## src/rtl/rfmb_cfg.svh

```systemverilog
// Constants of the multi-block read and activity pin logic.
`ifndef RFMB_CFG_SVH
`define RFMB_CFG_SVH
`define RFMB_CMD_READ_MULTI 8'h23
`define RFMB_ERR_NONE 8'h00
`define RFMB_ERR_UNSPEC 8'h0f
`define RFMB_ERR_NO_BLOCK 8'h10
`define RFMB_ERR_RD_PROT 8'h15
`define RFMB_RESP_OK 8'h00
`define RFMB_RESP_ERR 8'h01
`define RFMB_FLAG_ADDR 5
`define RFMB_FLAG_OPT 6
`define RFMB_IDX_FLAGS 4'h0
`define RFMB_IDX_CMD 4'h1
`define RFMB_IDX_UID 4'h2
`define RFMB_IDX_FIRST_SEL 4'h2
`define RFMB_IDX_FIRST_ADDR 4'ha
`define RFMB_IDX_MAX 4'hf
`define RFMB_LAST_BYTE 2'h3
`define RFMB_NUM_BLOCKS 512
`define RFMB_SECTOR_BLOCKS 32
`define RFMB_CRC_INIT 16'hffff
`define RFMB_CRC_POLY 16'h8408
`define RFMB_REG_CTRL 12'h000
`define RFMB_REG_STATUS 12'h004
`define RFMB_REG_MASK 12'h008
`define RFMB_REG_INFO 12'h00c
`define RFMB_CTRL_WIP_BIT 0
`define RFMB_EV_W 3
`define RFMB_EV_RD_OK 0
`define RFMB_EV_RD_ERR 1
`define RFMB_EV_IGNORED 2
`endif

```

## src/rtl/rfmb_pkg.sv

```systemverilog
// Types shared by the multi-block read and activity pin logic.
package rfmb_pkg;
    typedef enum logic [3:0] {
        ST_IDLE = 4'b0001,
        ST_RX = 4'b0010,
        ST_SKIP = 4'b0100,
        ST_TX = 4'b1000
    } rfmb_state_type;
    typedef enum logic [6:0] {
        PH_FLAGS = 7'b0000001,
        PH_CODE = 7'b0000010,
        PH_SEC = 7'b0000100,
        PH_DATA = 7'b0001000,
        PH_NEXT = 7'b0010000,
        PH_CRCL = 7'b0100000,
        PH_CRCH = 7'b1000000
    } rfmb_phase_type;
endpackage

```

## src/rtl/rfmb_if.sv

```systemverilog
// Interfaces between the reader core, its CRC engine and pin control.
interface rfmb_crc_if;
    logic clr;
    logic en;
    logic [7:0] data;
    logic [15:0] crc;
    modport user (output clr, en, data, input crc);
    modport engine (input clr, en, data, output crc);
endinterface

interface rfmb_pin_if;
    logic wip_mode;
    logic rx_sof;
    logic rx_eof;
    logic rx_ok;
    logic resp_sof;
    logic resp_eof;
    logic release_now;
    logic wr_accept;
    logic wr_option;
    logic drive;
    modport ctl (output wip_mode, rx_sof, rx_eof, rx_ok, resp_sof,
        resp_eof, release_now, wr_accept, wr_option, input drive);
    modport pin (input wip_mode, rx_sof, rx_eof, rx_ok, resp_sof,
        resp_eof, release_now, wr_accept, wr_option, output drive);
endinterface

```

## src/rtl/rfmb_crc.sv

```systemverilog
// Response CRC16 engine, reflected polynomial, fed one byte at a time.
`include "rfmb_cfg.svh"
module rfmb_crc (
    input wire logic clk,
    input wire logic sys_rst,
    rfmb_crc_if.engine bus
);
    import rfmb_pkg::*;

    typedef struct packed {
        logic [15:0] crc;
    } rfmb_crc_state_type;

    rfmb_crc_state_type s_q, s_d;

    // Shifts one byte through the register, low bit first.
    function automatic logic [15:0] crc_step(input logic [15:0] c,
                                             input logic [7:0] b);
        logic [15:0] r;
        r = c ^ {8'h00, b};
        for (int i = 0; i < 8; i++) begin
            r = r[0] ? ((r >> 1) ^ `RFMB_CRC_POLY) : (r >> 1);
        end
        return r;
    endfunction

    // A clear restarts the sum and may be combined with the first byte.
    always_comb begin
        s_d = s_q;
        if (bus.clr) begin
            s_d.crc = `RFMB_CRC_INIT;
        end
        if (bus.en) begin
            s_d.crc = crc_step(s_d.crc, bus.data);
        end
    end

    // Registers the running sum.
    always_ff @(posedge clk) begin
        if (sys_rst) begin
            s_q.crc <= `RFMB_CRC_INIT;
        end else begin
            s_q <= s_d;
        end
    end

    assign bus.crc = s_q.crc;
endmodule

```

## src/rtl/rfmb_pin.sv

```systemverilog
// Activity pin control for busy indication and write progress modes.
module rfmb_pin (
    input wire logic clk,
    input wire logic sys_rst,
    rfmb_pin_if.pin bus
);
    import rfmb_pkg::*;

    typedef struct packed {
        logic busy;
        logic wip;
        logic wip_to_end;
        logic drive;
    } rfmb_pin_state_type;

    rfmb_pin_state_type s_q, s_d;

    // Releases come first so a frame start in the same cycle wins.
    always_comb begin
        s_d = s_q;
        if (bus.resp_eof || bus.release_now || (bus.rx_eof && !bus.rx_ok)) begin
            s_d.busy = 1'b0;
        end
        if (bus.rx_sof) begin
            s_d.busy = 1'b1;
        end
        if ((bus.resp_sof && !s_q.wip_to_end) || bus.resp_eof) begin
            s_d.wip = 1'b0;
            s_d.wip_to_end = 1'b0;
        end
        // Refused writes raise no accept strobe, so the write flag stays clear.
        if (bus.wr_accept) begin
            s_d.wip = 1'b1;
            s_d.wip_to_end = bus.wr_option;
        end
        // Reads never set the write flag.
        s_d.drive = bus.wip_mode ? s_d.wip : s_d.busy;
    end

    // Registers the pin state.
    always_ff @(posedge clk) begin
        if (sys_rst) begin
            s_q <= '0;
        end else begin
            s_q <= s_d;
        end
    end

    assign bus.drive = s_q.drive;
endmodule

```

## src/rtl/rfmb_top.sv

```systemverilog
// Multi-block read handler with activity pin and APB registers.
//
// The implementer's own choices: the APB register port and the placing of the registers.
`include "rfmb_cfg.svh"
// How it works
// - Busy mode: pin low from write start to reply end.
// - Progress mode: pin low from valid write end to reply start.
// - Progress mode: refused write leaves the pin released.
// - Busy mode: refused write drives pin until exchange ends.
// - Option-flag write: pin released only after the late reply.
// - Count field is blocks minus one.
// - Block numbers span 00h to 1FFh; the request carries the first block number in one byte, 00h to FFh.
// - Up to 32 blocks returned when all lie in one sector.
// - A range crossing a sector boundary gets an error reply.
// - Reply: flags, per block optional security byte and word, CRC.
// - Security byte: top three bits zero, low five from the sector.
// - Error reply carries code 0Fh, 10h or 15h and CRC.
// - Busy mode: pin low from read start to reply end.
// - Progress mode: pin released for the whole read.
module rfmb_top #(
    parameter int NUM_BLOCKS = `RFMB_NUM_BLOCKS,
    parameter int SECTOR_BLOCKS = `RFMB_SECTOR_BLOCKS
) (
    input wire logic clk,
    input wire logic sys_rst,
    input wire logic [11:0] paddr,
    input wire logic psel,
    input wire logic penable,
    input wire logic pwrite,
    input wire logic [31:0] pwdata,
    output logic [31:0] prdata,
    output logic pready,
    output logic pslverr,
    output logic irq,
    input wire logic rx_sof,
    input wire logic rx_valid,
    input wire logic [7:0] rx_data,
    input wire logic rx_eof,
    input wire logic rx_crc_ok,
    input wire logic [63:0] own_uid,
    output logic [8:0] mem_addr,
    input wire logic [31:0] mem_rdata,
    input wire logic [7:0] sec_status,
    input wire logic sec_read_denied,
    output logic tx_valid,
    output logic [7:0] tx_data,
    output logic tx_last,
    input wire logic tx_ready,
    input wire logic resp_sof,
    input wire logic resp_eof,
    input wire logic resp_none,
    input wire logic wr_accept,
    input wire logic wr_option,
    input wire logic rf_activity_pin_i,
    output logic rf_activity_pin_o,
    output logic rf_activity_pin_oe
);
    import rfmb_pkg::*;

    typedef struct packed {
        rfmb_state_type st;
        rfmb_phase_type ph;
        logic [3:0] idx;
        logic [7:0] flags;
        logic uid_ok;
        logic [7:0] first;
        logic [7:0] count;
        logic [8:0] blk;
        logic [7:0] left;
        logic [1:0] bnum;
        logic [7:0] err;
        logic tx_valid;
        logic [7:0] tx_data;
        logic tx_last;
        logic quiet;
        logic wip_mode;
        logic [`RFMB_EV_W-1:0] status;
        logic [`RFMB_EV_W-1:0] mask;
        logic [31:0] prdata;
        logic [7:0] last_err;
        logic [2:0] pin_sync;
        logic pin_seen;
    } rfmb_top_state_type;

    rfmb_top_state_type s_q, s_d;
    rfmb_crc_if crc_bus ();
    rfmb_pin_if pin_bus ();

    logic [`RFMB_EV_W-1:0] ev;
    logic [`RFMB_EV_W-1:0] w1c;
    logic [3:0] base;
    logic [9:0] last_ext;
    logic [7:0] err_v;
    logic load;
    logic hs;
    logic opt;
    logic [7:0] nb;

    // Sector index of a block number.
    function automatic logic [8:0] sector_of(input logic [9:0] b);
        return 9'(b / 10'(SECTOR_BLOCKS));
    endfunction

    // Byte k of a word, low byte first.
    function automatic logic [7:0] byte_of(input logic [63:0] w,
                                           input logic [2:0] k);
        return w[k * 8 +: 8];
    endfunction

    rfmb_crc u_crc (
        .clk(clk),
        .sys_rst(sys_rst),
        .bus(crc_bus)
    );

    rfmb_pin u_pin (
        .clk(clk),
        .sys_rst(sys_rst),
        .bus(pin_bus)
    );

    // Pin control is fed by frame events.
    assign pin_bus.wip_mode = s_q.wip_mode;
    assign pin_bus.rx_sof = rx_sof;
    assign pin_bus.rx_eof = rx_eof;
    assign pin_bus.rx_ok = rx_crc_ok;
    assign pin_bus.resp_sof = resp_sof;
    assign pin_bus.resp_eof = resp_eof;
    assign pin_bus.release_now = resp_none | s_q.quiet;
    assign pin_bus.wr_accept = wr_accept;
    assign pin_bus.wr_option = wr_option;

    // Open-drain pin: pulled low or released.
    assign rf_activity_pin_o = 1'b0;
    assign rf_activity_pin_oe = pin_bus.drive;

    // Request fields shared by the parser and the responder.
    assign opt = s_q.flags[`RFMB_FLAG_OPT];
    assign hs = s_q.tx_valid & tx_ready;
    assign base = s_q.flags[`RFMB_FLAG_ADDR] ? `RFMB_IDX_FIRST_ADDR
                                             : `RFMB_IDX_FIRST_SEL;
    assign last_ext = {2'b00, s_q.first} + {2'b00, s_q.count};

    // Range and protection checks.
    always_comb begin
        if (last_ext >= 10'(NUM_BLOCKS)) begin
            err_v = `RFMB_ERR_NO_BLOCK;
        end else if (sector_of({2'b00, s_q.first}) != sector_of(last_ext)) begin
            err_v = `RFMB_ERR_UNSPEC;
        end else if (sec_read_denied) begin
            err_v = `RFMB_ERR_RD_PROT;
        end else begin
            err_v = `RFMB_ERR_NONE;
        end
    end

    // Registers, request parser and reply sequencer.
    always_comb begin
        s_d = s_q;
        ev = '0;
        w1c = '0;
        load = 1'b0;
        nb = 8'h00;
        crc_bus.clr = 1'b0;
        crc_bus.en = 1'b0;
        crc_bus.data = 8'h00;
        s_d.quiet = 1'b0;
        // Pin level is followed once the second and third stages agree.
        s_d.pin_sync = {s_q.pin_sync[1:0], rf_activity_pin_i};
        if (s_q.pin_sync[2] == s_q.pin_sync[1]) begin
            s_d.pin_seen = s_q.pin_sync[2];
        end
        // Register writes take effect in the access phase.
        if (psel && penable && pwrite) begin
            if (paddr == `RFMB_REG_CTRL) begin
                s_d.wip_mode = pwdata[`RFMB_CTRL_WIP_BIT];
            end else if (paddr == `RFMB_REG_STATUS) begin
                w1c = pwdata[`RFMB_EV_W-1:0];
            end else if (paddr == `RFMB_REG_MASK) begin
                s_d.mask = pwdata[`RFMB_EV_W-1:0];
            end
        end
        // Read data is captured in the setup phase.
        if (psel && !penable) begin
            if (paddr == `RFMB_REG_CTRL) begin
                s_d.prdata = {31'h0, s_q.wip_mode};
            end else if (paddr == `RFMB_REG_STATUS) begin
                s_d.prdata = {29'h0, s_q.status};
            end else if (paddr == `RFMB_REG_MASK) begin
                s_d.prdata = {29'h0, s_q.mask};
            end else if (paddr == `RFMB_REG_INFO) begin
                s_d.prdata = {18'h0, s_q.st, s_q.pin_seen, pin_bus.drive,
                              s_q.last_err};
            end else begin
                s_d.prdata = 32'h0;
            end
        end
        case (s_q.st)
            ST_IDLE, ST_SKIP: begin
                if (rx_sof) begin
                    s_d.st = ST_RX;
                    s_d.idx = `RFMB_IDX_FLAGS;
                    s_d.uid_ok = 1'b1;
                end else if (rx_eof) begin
                    s_d.st = ST_IDLE;
                end
            end
            ST_RX: begin
                if (rx_sof) begin
                    s_d.idx = `RFMB_IDX_FLAGS;
                    s_d.uid_ok = 1'b1;
                end else if (rx_valid) begin
                    if (s_q.idx != `RFMB_IDX_MAX) begin
                        s_d.idx = s_q.idx + 4'h1;
                    end
                    if (s_q.idx == `RFMB_IDX_FLAGS) begin
                        s_d.flags = rx_data;
                    end else if (s_q.idx == `RFMB_IDX_CMD) begin
                        if (rx_data != `RFMB_CMD_READ_MULTI) begin
                            s_d.st = ST_SKIP;
                        end
                    end else if (s_q.idx < base) begin
                        if (rx_data != byte_of(own_uid,
                                3'(s_q.idx - `RFMB_IDX_UID))) begin
                            s_d.uid_ok = 1'b0;
                        end
                    end else if (s_q.idx == base) begin
                        s_d.first = rx_data;
                        s_d.blk = {1'b0, rx_data};
                    end else if (s_q.idx == base + 4'h1) begin
                        s_d.count = rx_data;
                    end
                end else if (rx_eof) begin
                    if (!rx_crc_ok || !s_q.uid_ok ||
                        s_q.idx != base + 4'h2) begin
                        s_d.st = ST_IDLE;
                        s_d.quiet = 1'b1;
                        ev[`RFMB_EV_IGNORED] = 1'b1;
                    end else begin
                        s_d.st = ST_TX;
                        s_d.err = err_v;
                        s_d.last_err = err_v;
                        s_d.left = s_q.count;
                        s_d.bnum = 2'h0;
                        s_d.ph = PH_FLAGS;
                        crc_bus.clr = 1'b1;
                        load = 1'b1;
                    end
                end
            end
            ST_TX: begin
                if (hs || s_q.ph == PH_NEXT) begin
                    s_d.tx_valid = 1'b0;
                    case (s_q.ph)
                        PH_FLAGS: begin
                            load = 1'b1;
                            if (s_q.err != `RFMB_ERR_NONE) begin
                                s_d.ph = PH_CODE;
                            end else begin
                                s_d.ph = opt ? PH_SEC : PH_DATA;
                            end
                        end
                        PH_CODE: begin
                            load = 1'b1;
                            s_d.ph = PH_CRCL;
                        end
                        PH_SEC: begin
                            load = 1'b1;
                            s_d.ph = PH_DATA;
                        end
                        PH_DATA: begin
                            if (s_q.bnum != `RFMB_LAST_BYTE) begin
                                load = 1'b1;
                                s_d.bnum = s_q.bnum + 2'h1;
                            end else if (s_q.left == 8'h00) begin
                                load = 1'b1;
                                s_d.ph = PH_CRCL;
                            end else begin
                                // One idle cycle lets the memory follow.
                                s_d.blk = s_q.blk + 9'h001;
                                s_d.left = s_q.left - 8'h01;
                                s_d.bnum = 2'h0;
                                s_d.ph = PH_NEXT;
                            end
                        end
                        PH_NEXT: begin
                            load = 1'b1;
                            s_d.ph = opt ? PH_SEC : PH_DATA;
                        end
                        PH_CRCL: begin
                            load = 1'b1;
                            s_d.ph = PH_CRCH;
                        end
                        PH_CRCH: begin
                            s_d.st = ST_IDLE;
                            s_d.ph = PH_FLAGS;
                            if (s_q.err != `RFMB_ERR_NONE) begin
                                ev[`RFMB_EV_RD_ERR] = 1'b1;
                            end else begin
                                ev[`RFMB_EV_RD_OK] = 1'b1;
                            end
                        end
                        default: begin
                            s_d.st = ST_IDLE;
                        end
                    endcase
                end
            end
            default: begin
                s_d.st = ST_IDLE;
            end
        endcase
        // Selects the next reply byte and feeds it to the CRC, except the two CRC bytes.
        if (load) begin
            case (s_d.ph)
                PH_FLAGS: nb = (s_d.err != `RFMB_ERR_NONE) ? `RFMB_RESP_ERR
                                                           : `RFMB_RESP_OK;
                PH_CODE: nb = s_d.err;
                PH_SEC: nb = {3'b000, sec_status[4:0]};
                PH_DATA: nb = byte_of({32'h0, mem_rdata}, {1'b0, s_d.bnum});
                PH_CRCL: nb = ~crc_bus.crc[7:0];
                PH_CRCH: nb = ~crc_bus.crc[15:8];
                default: nb = 8'h00;
            endcase
            s_d.tx_valid = 1'b1;
            s_d.tx_data = nb;
            s_d.tx_last = (s_d.ph == PH_CRCH);
            if (s_d.ph != PH_CRCL && s_d.ph != PH_CRCH) begin
                crc_bus.en = 1'b1;
                crc_bus.data = nb;
            end
        end
        // A new event wins over a clear in the same cycle.
        s_d.status = (s_q.status & ~w1c) | ev;
    end

    // Registers the whole block state.
    always_ff @(posedge clk) begin
        if (sys_rst) begin
            s_q <= '0;
            s_q.st <= ST_IDLE;
            s_q.ph <= PH_FLAGS;
        end else begin
            s_q <= s_d;
        end
    end

    // Zero wait states; unmapped addresses report an error.
    assign pready = 1'b1;
    assign pslverr = psel && penable &&
        paddr != `RFMB_REG_CTRL && paddr != `RFMB_REG_STATUS &&
        paddr != `RFMB_REG_MASK && paddr != `RFMB_REG_INFO;
    assign prdata = s_q.prdata;
    assign irq = |(s_q.status & s_q.mask);
    assign mem_addr = s_q.blk;
    assign tx_valid = s_q.tx_valid;
    assign tx_data = s_q.tx_data;
    assign tx_last = s_q.tx_last;
endmodule

```

## config.mk

```make
export PLATFORM = sky130hd
export DESIGN_NAME = rfmb_top
export DESIGN_NICKNAME = d
export VERILOG_FILES = /design/src/rtl/rfmb_pkg.sv /design/src/rtl/rfmb_if.sv /design/src/rtl/rfmb_crc.sv /design/src/rtl/rfmb_pin.sv /design/src/rtl/rfmb_top.sv
export VERILOG_INCLUDE_DIRS = /design/src /design/src/rtl
export SDC_FILE = /design/constraint.sdc
export NUM_CORES = 1
export LEC_CHECK = 0
export ABC_CLOCK_PERIOD_IN_PS = 7900
export BUFFER_PORTS_ARGS = -buffer_cell sky130_fd_sc_hd__buf_2
export CAP_MARGIN = 20
export CORE_MARGIN = 3
export CORE_UTILIZATION = 45
export CTS_BUF_LIST = sky130_fd_sc_hd__clkbuf_8
export CTS_CLUSTER_DIAMETER = 30
export DETAILED_ROUTE_END_ITERATION = 10
export PLACE_DENSITY = 0.82
export SLEW_MARGIN = 20
export SYNTH_ARGS = -nofsm -noshare
export SYNTH_HDL_FRONTEND = slang
export SYNTH_SLANG_ARGS = --single-unit
```

## constraint.sdc

```tcl
create_clock -name clk -period 7.9 [get_ports clk]
set_clock_uncertainty 0.05 [all_clocks]
set_input_delay 1.58 -clock clk [delete_from_list [all_inputs] [get_ports clk]]
set_output_delay 1.58 -clock clk [all_outputs]
set_load 0.03 [all_outputs]
```

# Yosys cells after proc, flatten, opt, wreduce, memory -nomap -nowiden
# Index checks and enable logic that the tools add are counted.
# Widths: inputs -> output; s select.
[totals]
ff_bits = 149
inputBits = 173
output_inout_bits = 56
elab_cells = 277
[classes]
addsub = 8
magnitude_cmp = 2
eq_ne = 61
shifts = 2
mux = 104
bitwise = 26
n_reduce_logical = 47
[op_table]
columns = ["op", "count"]
rows = [
  ["$mux 16", 10],
  ["$shiftx 64x6->8", 1],
  ["$shiftx 64x7->8", 1],
  ["$mux 19", 3],
  ["$mux 14", 4],
  ["$mux 4", 14],
  ["$mux 8", 7],
  ["$mux 18", 3],
  ["$mux 26", 2],
  ["$pmux 7 s7", 1],
  ["$pmux 8 s6", 1],
  ["$mux 38", 1],
  ["$pmux 19 s2", 1],
  ["$mux 11", 3],
  ["$ne 3x3->1 const B", 11],
  ["$ne 2x2->1 const B", 15],
  ["$mux 1", 27],
  ["$mux 27", 1],
  ["$mux 25", 1],
  ["$eq 12x4->1 const B", 2],
  ["$ne 12x4->1 const B", 2],
  ["$not 2->3", 8],
  ["$mux 7", 3],
  ["$mux 17", 1],
  ["70 further kinds", 127],
]

# Depth between registers and ports, before layout
# Gate-level depths: netlist of the first run.
[depth]
word_depth = 34
ltp_mapped = 18

# Modules after synthesis
# A second synthesis of the first run with hierarchy kept.
[hier_totals]
cells_unflattened = 985
hier_area_um2 = 8274.2
[by_module_without_submodules]
columns = ["mod", "n_inst", "cells_per_inst", "area_per_inst_um2"]
rows = [
  ["rfmb_top", 1, 823, 7024.2],
  ["rfmb_crc", 1, 145, 1097.3],
  ["rfmb_pin", 1, 17, 152.6],
]

# Worst setup path before layout of the first run
# OpenSTA, ideal clock, no wires.
[synth_timing]
path_kind = "input port to flip-flop"
startpoint = "in rx_valid"
endpoint = "reg, netlist name u_crc.bus.crc[13]"
setup_ns = 0.120
arrival_time_ns = 5.069
setup_slack_ns = 2.661
path_stages = 12
n_path_buf = 1
cell_sequence = "or3b_2 > or4_4 > nand2_1 > o21a_1 > buf_2 > mux4_1 > a22o_1 > a222oi_1 > mux2i_1 > xnor2_2 > a21oi_1 > or2_1"
[synth_between]
elab_chain_cells = 18
elab_cells_between_ends = 38
[synth_lines]
columns = ["item", "line_no", "source"]
rows = [
  ["from (decl)", "rfmb_top.sv:36", "input wire logic rx_valid,"],
  ["$mux 18 / $mux 7 (equally long branches)", "rfmb_top.sv:212", "end else if (rx_valid) begin"],
  ["$mux 27 / $mux 11 (equally long branches)", "rfmb_top.sv:209", "if (rx_sof) begin"],
  ["$pmux 19 s2 / $pmux 7 s2 (equally long branches)", "rfmb_top.sv:198", "case (s_q.st)"],
  ["$shiftx 64x6->8, or another cell as far along", "rfmb_top.sv:107", "return w[k * 8 +: 8];"],
  ["$pmux 8 s6 / $logic_and 1x1->1 (equally long branches)", "rfmb_top.sv:315, rfmb_top.sv:328", ""],
  ["$mux 8", "rfmb_top.sv:328", "if (s_d.ph != PH_CRCL && s_d.ph != PH_CRCH) begin"],
  ["$mux 8", "rfmb_top.sv:314", "if (load) begin"],
  ["$xor 16x8->16", "rfmb_crc.sv:20", "r = c ^ {8'h00, b};"],
  ["$mux 16", "rfmb_crc.sv:22", "r = r[0] ? ((r >> 1) ^ `RFMB_CRC_POLY) : (r >> 1);"],
  ["$not 2->3 (no line)", "--", ""],
  ["$mux 16 (7 in series)", "rfmb_crc.sv:22", ""],
  ["$mux 16 (*)", "rfmb_crc.sv:33", "if (bus.en) begin"],
]
# Every way passes the cells marked *; elsewhere a longest branch is shown, timed or not. The select of a mux whose other input is x is not followed.
# A chain may end at the register's enable or synchronous reset.

# Final worst setup path of the first run
[layout_timing]
startpoint = "in rx_sof"
endpoint = "reg, netlist name u_crc.bus.crc[1]"
[layout_between]
elab_chain_cells = 17
elab_cells_between_ends = 36
[layout_lines]
columns = ["item", "line_no", "source"]
rows = [
  ["from (decl)", "rfmb_top.sv:35", "input wire logic rx_sof,"],
  ["$mux 27 / $mux 11 (equally long branches)", "rfmb_top.sv:209", ""],
  ["$pmux 19 s2 / $pmux 7 s2 (equally long branches)", "rfmb_top.sv:198", ""],
  ["$shiftx 64x6->8, or another cell as far along", "rfmb_top.sv:107", ""],
  ["$pmux 8 s6 / $logic_and 1x1->1 (equally long branches)", "rfmb_top.sv:315, rfmb_top.sv:328", ""],
  ["$mux 8", "rfmb_top.sv:328", ""],
  ["$mux 8", "rfmb_top.sv:314", ""],
  ["$xor 16x8->16", "rfmb_crc.sv:20", ""],
  ["$mux 16", "rfmb_crc.sv:22", ""],
  ["$not 2->3 (no line)", "--", ""],
  ["$mux 16 (7 in series)", "rfmb_crc.sv:22", ""],
  ["$mux 16 (*)", "rfmb_crc.sv:33", ""],
]
# Marked as above.

==> impl_metrics.ini, run 1 <==
[sta]
max_freq_mhz = 175
finalSetupViolCount = 0
max_slew.worst_pin.slew_ns = 0.999
tns_ns = 0
rsz0062_at_grt = false
slew_viol_final = 0
relSlewSlack = 0.334
finalCritPeriodShare = 0.724
hold_viol = 0
min_period_ns = 5.72
hold_slack_ns = 0.392

[flow_run]
max_cap_viol_count = 0

[drt]
wl_per_cell_um = 16.3
first_pass_iters = 5
ant_nets = 0
vias_per_cell = 5.74
drc = 0
wl_um = 20800
vias = 7355
drt-initial-drc-count = 597

[global_route]
grt_pass1_wl_um = 33200
grt_pass1_vias = 6867
antenna_found_initial = 0
grt_max_degree = 56
grt.overflow.total = 0
grt_use_met2 = 0.368
grt_util_met3 = 0.0431
track_usage = 0.219
grtUsageMet1 = 0.283
busiest_layer = met2

[placement]
detailed_place_hpwl_um = 15500
gp_congestion = 0.885
port_buffers = 173

[worst_setup_path]
cp-end-kind = register
cp.arrival_ns = 6.00
reg2reg_depth = 14
crit_type = in2reg
worstPathMaxFanout = 17
crit_path_start_kind = input pin
required_ns = 8.18

[cells_and_area]
fin_nets = 1240
final_cell_mix = buf_2, nor2_1, dfxtp_1, nand2_1, mux2i_1
fill_cells = 1582
multi_input_area_mm2 = 0.00488
drive_gt1_frac = 0.246
area_growth_pct = 13.9
final_util = 0.530
register_area_mm2 = 0.00234
final_common_cell = buf_2
antenna_cells = 0

[yosys]
async_reset_ff_frac = 0
yosys-top-cells-area = dfxtp_1, mux2i_1, nor2_1
yosysTopAreaCellShare = 0.299
synthDistinctLibCells = 82
synth_edf_count = 0
avgSynthCellArea_um2 = 8.40
synth-seq-area-share = 0.299
syn_area_mm2 = 0.00782
ys_warn_count = 0
syn_inst = 931
yosys.area.top_type = dfxtp_1
synth_seq_cells = 117
ys.flop_type = dfxtp_1

[hold_path]
holdCritPathClass = reg2reg
holdPathStages = 1

[die]
start_util = 0.465
dieWidth_um = 138
ioPinCount = 229
core-area_mm2 = 0.0168
die_h_um = 138
fp-row-count = 47
dieArea_mm2 = 0.0190

[clock_network]
numCtsBuffers = 17
holdBufCountCts = 0
post_cts_buffers = 0
root_buffer = clkbuf_8
cts_tree = yes
clockBufferDepth = 2
cts_max_level = 4
cts_sinks = 117
cts.repair.resized = 0
clkTransAtPathRegs_ns = 0.08
clock_latency_ns = 0.44

[run_status]
status = completed

[power]
max-vdd-ir-drop_uv = 90.5
p_leak_nw = 3.84
p_per_area_mw_per_mm2 = 147
-- power by group --
part           total (W)  leakage [nW]  switching, W  internal, W
Clock           0.000569         0.213      0.000251     0.000318
Sequential      0.000600         0.945    0.00000592     0.000594
Combinational   0.000142          2.68     0.0000753    0.0000666
-- final timing paths --
check	startpoint	to	slack, ns
worst min register to register	s_d[2]	s_d[3]	0.39
worst max register to register	s_q[115]	u_crc.bus.crc[1]	2.73
worst max-delay path	rx_sof	u_crc.bus.crc[1]	2.18
worst min-delay path	s_d[2]	s_d[3]	0.39
-- cell usage after synthesis (11+ instances only) --
master,n
nor2_1,119
dfxtp_1,117
nand2_1,72
buf_4,51
mux2i_1,51
a21oi_1,45
o21ai_0,42
clkbuf_1,41
xnor2_1,24
a22oi_1,22
inv_1,21
nor3_1,19
xor2_1,19
ha_1,18
mux4_2,17
and3_1,16
nand2b_1,14
nand3_1,14
nor2b_1,14
o211ai_1,14
nand4_1,12
nor4_1,11
-- layout make-up --
type,instances,share of cell area
sequential,117,0.263
clock inverter,14,0.0181
tap,220,0.0309
timing repair buffer,181,0.104
multi-input combinational,711,0.548
clock buffer,18,0.0278
inverter,21,0.00885
-- per-stage QoR --
stage          cells  total power [W]  area, µm²  setup WS, ns
2_1_floorplan    952         0.000709       7900          2.66
3_3_place_gp    1250         0.000752       8500          1.92
3_5_place_dp    1250         0.000756       8500          1.82
4_1_cts         1282          0.00132       8910          2.24
5_1_grt         1282          0.00137       8910          2.00
6_report        1282          0.00131       8910          2.18
-- state kept, by name (all words and copies together), names as in the netlist --
| name | flops |
|---|---|
| u_pin.s_q | 3 |
| mem_addr | 9 |
| s_q | 63 |
| tx_last | 1 |
| prdata | 11 |
| tx_data | 8 |
| s_d | 2 |
| tx_valid | 1 |
| opt | 1 |
| u_crc.bus.crc | 16 |
| pin_bus.wip_mode | 1 |
| u_pin.bus.drive | 1 |
-- routing by layer --
| metal | routed length [µm] | up-vias |
|---|---|---|
| met5 | 0 | - |
| met4 | 337 | 0 |
| met3 | 1640 | 36 |
| met2 | 10200 | 364 |
| met1 | 8670 | 3401 |
| li1 | - | 3554 |
-- kinds of logic after synthesis --
logic type                 Yosys count  synth area share
AOI/OAI and AO/OA                  207             0.180
xor gates and xnor gates            47            0.0589
adders and majority gates           18            0.0288
buffers and inverters              124            0.0867
DFF                                117             0.299
muxes                               73             0.123
other                                2          0.000960
and+or+nand+nor                    343             0.222
-- critical path: stages --
cell,delay (ns)
buf_2,0.18
or3b_2,0.48
or4_4,0.56
nand2_1,0.17
o21a_1,0.14
buf_4,0.25
mux4_1,0.60
a22o_1,0.25
a222oi_1,0.85
mux2i_1,0.37
xnor2_2,0.19
nand4_1,0.15
o211a_1,0.19
(Power assumes the default switching activity.)
==> run 2: changes to the inputs <==
--- a/config.mk
+++ b/config.mk
@@ -6,7 +6,7 @@
 export SDC_FILE = /design/constraint.sdc
 export NUM_CORES = 1
 export LEC_CHECK = 0
-export ABC_CLOCK_PERIOD_IN_PS = 7900
+export ABC_CLOCK_PERIOD_IN_PS = 4900
 export BUFFER_PORTS_ARGS = -buffer_cell sky130_fd_sc_hd__buf_2
 export CAP_MARGIN = 20
 export CORE_MARGIN = 3
@@ -14,7 +14,7 @@
 export CTS_BUF_LIST = sky130_fd_sc_hd__clkbuf_8
 export CTS_CLUSTER_DIAMETER = 30
 export DETAILED_ROUTE_END_ITERATION = 10
-export PLACE_DENSITY = 0.82
+export PLACE_DENSITY = 0.85
 export SLEW_MARGIN = 20
 export SYNTH_ARGS = -nofsm -noshare
 export SYNTH_HDL_FRONTEND = slang
==> constraint.sdc (replaced) <==
create_clock -name clk -period 4.9 [get_ports clk]
set_clock_uncertainty 0.05 [all_clocks]
set_input_delay 0.98 -clock clk [delete_from_list [all_inputs] [get_ports clk]]
set_output_delay 0.98 -clock clk [all_outputs]
set_load 0.03 [all_outputs]
==> run 2 against run 1 <==
Against the previous run: global-route usage is 0.78 points higher; non-clock buffer count is 26 higher; largest power group unchanged; sequential power up 60%; via count up 1.1%; routed wire length is 4.6% higher; critical endpoint is now u_crc.bus.crc[10]; clock-buffer cell count unchanged; register-to-register slack worse by 2.2 ns; sequential cell count did not move; die area unchanged.
==> impl_metrics.ini, run 2 (same netlist as run 1, synthesis figures left out) <==
[run_status]
status = completed

[global_route]
grt_pass1_wl_um = 33900
antenna_found_initial = 0
grt_max_degree = 51
grt_pass1_vias = 6913
grt.overflow.total = 0
track_usage = 0.226

[die]
die_h_um = 138
fp-row-count = 47
start_util = 0.465
core-area_mm2 = 0.0168
ioPinCount = 229
dieWidth_um = 138
dieArea_mm2 = 0.0190

[drt]
wl_um = 21800
first_pass_iters = 5
wl_per_cell_um = 16.7
vias = 7433
drt-initial-drc-count = 564
ant_nets = 0
drc = 0
vias_per_cell = 5.68

[cells_and_area]
area_growth_pct = 15.9
final_common_cell = buf_2
drive_gt1_frac = 0.265
final_cell_mix = buf_2, nor2_1, dfxtp_1, nand2_1, mux2i_1
largest_reg_flops = 63
fin_nets = 1266
fill_cells = 1528
regMostFlops = s_q
antenna_cells = 0

[worst_setup_path]
required_ns = 5.24
crit_slowest_cell = dfxtp_1
path_delay_family = compound AO/OA/AOI/OAI gates
crit_path_start_kind = register
cp-end-kind = register
crit_chain = nor3b_1 -> a22o_1 -> nand2_1 -> o311ai_1 -> o211ai_1 -> nand3b_1 -> buf_4 -> o311ai_1 -> xnor3_1 -> xnor3_1 -> mux2_2 -> nand2_1
cp.arrival_ns = 4.74
crit_type = reg2reg
critical_path_buf_inv_count = 1
critical_path.max_stage_delay_ns = 0.56
worstPathMaxFanout = 11

[placement]
detailed_place_hpwl_um = 16500
port_buffers = 173
gp_congestion = 0.953

[sta]
slew_viol_final = 0
rsz0062_at_grt = false
finalCritPeriodShare = 0.898
max_slew.worst_pin.slew_ns = 1.03
relSlewSlack = 0.311
hold_viol = 0
finalSetupViolCount = 0
max_freq_mhz = 227
min_period_ns = 4.40
tns_ns = 0

[clock_network]
numCtsBuffers = 17
cts_max_level = 4
holdBufCountCts = 0
post_cts_buffers = 0
root_buffer = clkbuf_8
clock_latency_ns = 0.46
clockBufferDepth = 2
clkTransAtPathRegs_ns = 0.08
cts_sinks = 117
cts_tree = yes
cts.repair.resized = 0

[power]
p_total_w = 0.00202
p_leak_nw = 3.93
max-vdd-ir-drop_uv = 219
p_per_area_mw_per_mm2 = 223

[hold_path]
holdCritPathClass = reg2reg

[flow_run]
max_cap_viol_count = 0
run 2: report_power, final:
part           internal (W)  switching (W)
Combinational      0.000109       0.000127
Sequential         0.000957     0.00000516
Clock              0.000375       0.000451
run 2: path summary, 6_finish.rpt:
path | startpoint | end | slack (ns) | depth (start not counted)
max | s_q[122] | u_crc.bus.crc[10] | 0.50 | 12
max reg2reg | s_q[122] | u_crc.bus.crc[10] | 0.50 | 12
min | s_d[2] | s_d[3] | 0.40 | 1
min reg2reg | s_d[2] | s_d[3] | 0.40 | 1
run 2: area by class of cell:
| cell class | instances | area (µm²) | area share |
|---|---|---|---|
| tap | 220 | 275 | 0.0304 |
| clock inverter | 14 | 120 | 0.0133 |
| sequential | 117 | 2340 | 0.258 |
| clock buffer | 18 | 248 | 0.0273 |
| inverter | 21 | 78.8 | 0.00870 |
| timing repair buffer | 207 | 1120 | 0.124 |
| multi-input combinational | 711 | 4880 | 0.538 |
run 2: per-stage QoR:
step	cell area, µm²	cells	utilization	hold WS, ns	setup WS [ns]
finish	9060	1308	0.539	0.399	0.498
global route	9060	1308	0.539	0.424	0.152
detailed placement	8700	1276	0.517	0.384	0.106
floorplan	7900	952	-	0.364	0.261
CTS	9060	1308	0.539	0.396	0.548
global placement	8700	1276	0.517	0.368	0.198
run 2: worst reg2reg max path: stages, from the launching register on:
cell and delay, ns:
dfxtp_1 0.56, nor3b_1 0.35, a22o_1 0.35, nand2_1 0.28, o311ai_1 0.48, o211ai_1 0.27, nand3b_1 0.23, buf_4 0.16
o311ai_1 0.40, xnor3_1 0.47, xnor3_1 0.39, mux2_2 0.27, nand2_1 0.06
run 2: layer usage:
metal  GRT usage  routed length (µm)
met5           0                   0
met4      0.0735                 410
met3      0.0467                1740
met2       0.387               10700
met1       0.285                8940
==> run 3: changes to the inputs <==
--- a/config.mk
+++ b/config.mk
@@ -10,11 +10,11 @@
 export BUFFER_PORTS_ARGS = -buffer_cell sky130_fd_sc_hd__buf_2
 export CAP_MARGIN = 20
 export CORE_MARGIN = 3
-export CORE_UTILIZATION = 45
+export CORE_UTILIZATION = 49
 export CTS_BUF_LIST = sky130_fd_sc_hd__clkbuf_8
 export CTS_CLUSTER_DIAMETER = 30
 export DETAILED_ROUTE_END_ITERATION = 10
-export PLACE_DENSITY = 0.85
+export PLACE_DENSITY = 0.9
 export SLEW_MARGIN = 20
 export SYNTH_ARGS = -nofsm -noshare
 export SYNTH_HDL_FRONTEND = slang
==> run 3 against run 2 <==
Against the previous run: sequential share of layout area about the same; global-route usage is 1.4 points higher; routed wire length shrank 0.58%; combinational power about the same; non-clock buffer count down 4; die area shrank 7.8%; setup slack lost 0.097 ns.
==> impl_metrics.ini, run 3 (same netlist as run 1, synthesis figures left out) <==
[worst_setup_path]
required_ns = 5.24
crit_path_start_kind = register
cp.arrival_ns = 4.84
critical_path.max_stage_delay_ns = 0.56
critical_path_buf_inv_count = 0
path_delay_family = simple AND/OR/NAND/NOR gates
crit_chain = or4b_4 -> nor4b_2 -> nand2b_1 -> a21oi_1 -> o211ai_1 -> nand3b_1 -> o311ai_1 -> xnor3_1 -> xnor3_1 -> mux2_2 -> nand2_1
cp-end-kind = register
crit_type = reg2reg
crit_slowest_cell = or4b_4
worstPathMaxFanout = 12
crit_path_frequent_cell = xnor3_1

[drt]
vias_per_cell = 5.84
wl_um = 21700
wl_per_cell_um = 16.7
drc = 0
ant_nets = 0
first_pass_iters = 5
drt-initial-drc-count = 624
vias = 7559

[clock_network]
clockBufferDepth = 2
cts_max_level = 4
clock_latency_ns = 0.45
clkTransAtPathRegs_ns = 0.08
root_buffer = clkbuf_8
cts_sinks = 117
numCtsBuffers = 17
cts.repair.resized = 0
post_cts_buffers = 0
cts_tree = yes
holdBufCountCts = 0

[global_route]
grt_pass1_vias = 7331
antenna_found_initial = 0
grt_max_degree = 52
grt_pass1_wl_um = 34800
grt.overflow.total = 0
track_usage = 0.240

[cells_and_area]
largest_reg_flops = 63
final_cell_mix = buf_2, nor2_1, dfxtp_1, nand2_1, mux2i_1
multi_input_area_mm2 = 0.00488
regMostFlops = s_q
area_growth_pct = 15.7
final_common_cell = buf_2
drive_gt1_frac = 0.262
fill_cells = 1354
antenna_cells = 0
register_area_mm2 = 0.00234
fin_nets = 1262

[sta]
relSlewSlack = 0.395
max_slew.worst_pin.slew_ns = 0.901
min_period_ns = 4.50
worst_slack_ns = 0.401
finalSetupViolCount = 0
hold_viol = 0
tns_ns = 0
rsz0062_at_grt = false
max_freq_mhz = 222
finalCritPeriodShare = 0.918
slew_viol_final = 0

[die]
start_util = 0.507
core-area_mm2 = 0.0154
ioPinCount = 229
dieWidth_um = 132
die_h_um = 132
dieArea_mm2 = 0.0175
fp-row-count = 45

[run_status]
status = completed

[placement]
port_buffers = 173
post-place-ws_ns = 0.0987
detailed_place_hpwl_um = 16000
gp_congestion = 0.979

[power]
p_leak_nw = 3.93
p_per_area_mw_per_mm2 = 230
max-vdd-ir-drop_uv = 200

[hold_path]
holdCritPathClass = reg2reg

[flow_run]
max_cap_viol_count = 0
==> run 3: per-layer routing <==
layer	global-route usage	up-vias	wire length, µm
met3	0.0557	63	1850
li1	-	3596	-
met4	0.0976	0	570
met1	0.293	3510	8580
met5	0	-	0
met2	0.409	390	10700
==> run 3: power breakdown <==
part	internal [W]	switching [W]	leakage [nW]
clock	0.000453	0.000426	0.192
sequential	0.000957	0.00000742	0.945
combinational	0.000108	0.000126	2.79
total	0.00152	0.000560	3.93
==> run 3: final timing paths <==
| check | from | to | slack (ns) | cells past startpoint |
|---|---|---|---|---|
| max reg2reg | s_q[126] | u_crc.bus.crc[10] | 0.40 | 11 |
| min reg2reg | s_d[2] | s_d[3] | 0.38 | 1 |
| max | s_q[126] | u_crc.bus.crc[10] | 0.40 | 11 |
| min | s_d[2] | s_d[3] | 0.38 | 1 |
==> run 3: area by class of cell <==
type / count / share of cell area
clock buffer: 17 / 0.0259
clock inverter: 15 / 0.0176
inverter: 21 / 0.00871
multi-input combinational: 711 / 0.539
sequential: 117 / 0.259
tap: 211 / 0.0292
timing repair buffer: 203 / 0.121
==> run 3: metrics by stage <==
step,utilization,hold slack (ns),cell area [µm²],total power (W),instances
floorplan,-,0.364,7900,0.00114,952
global placement,0.561,0.377,8660,0.00121,1263
detailed placement,0.561,0.377,8660,0.00122,1263
CTS,0.587,0.386,9050,0.00209,1295
global route,0.587,0.404,9050,0.00215,1295
finish,0.587,0.382,9050,0.00208,1295
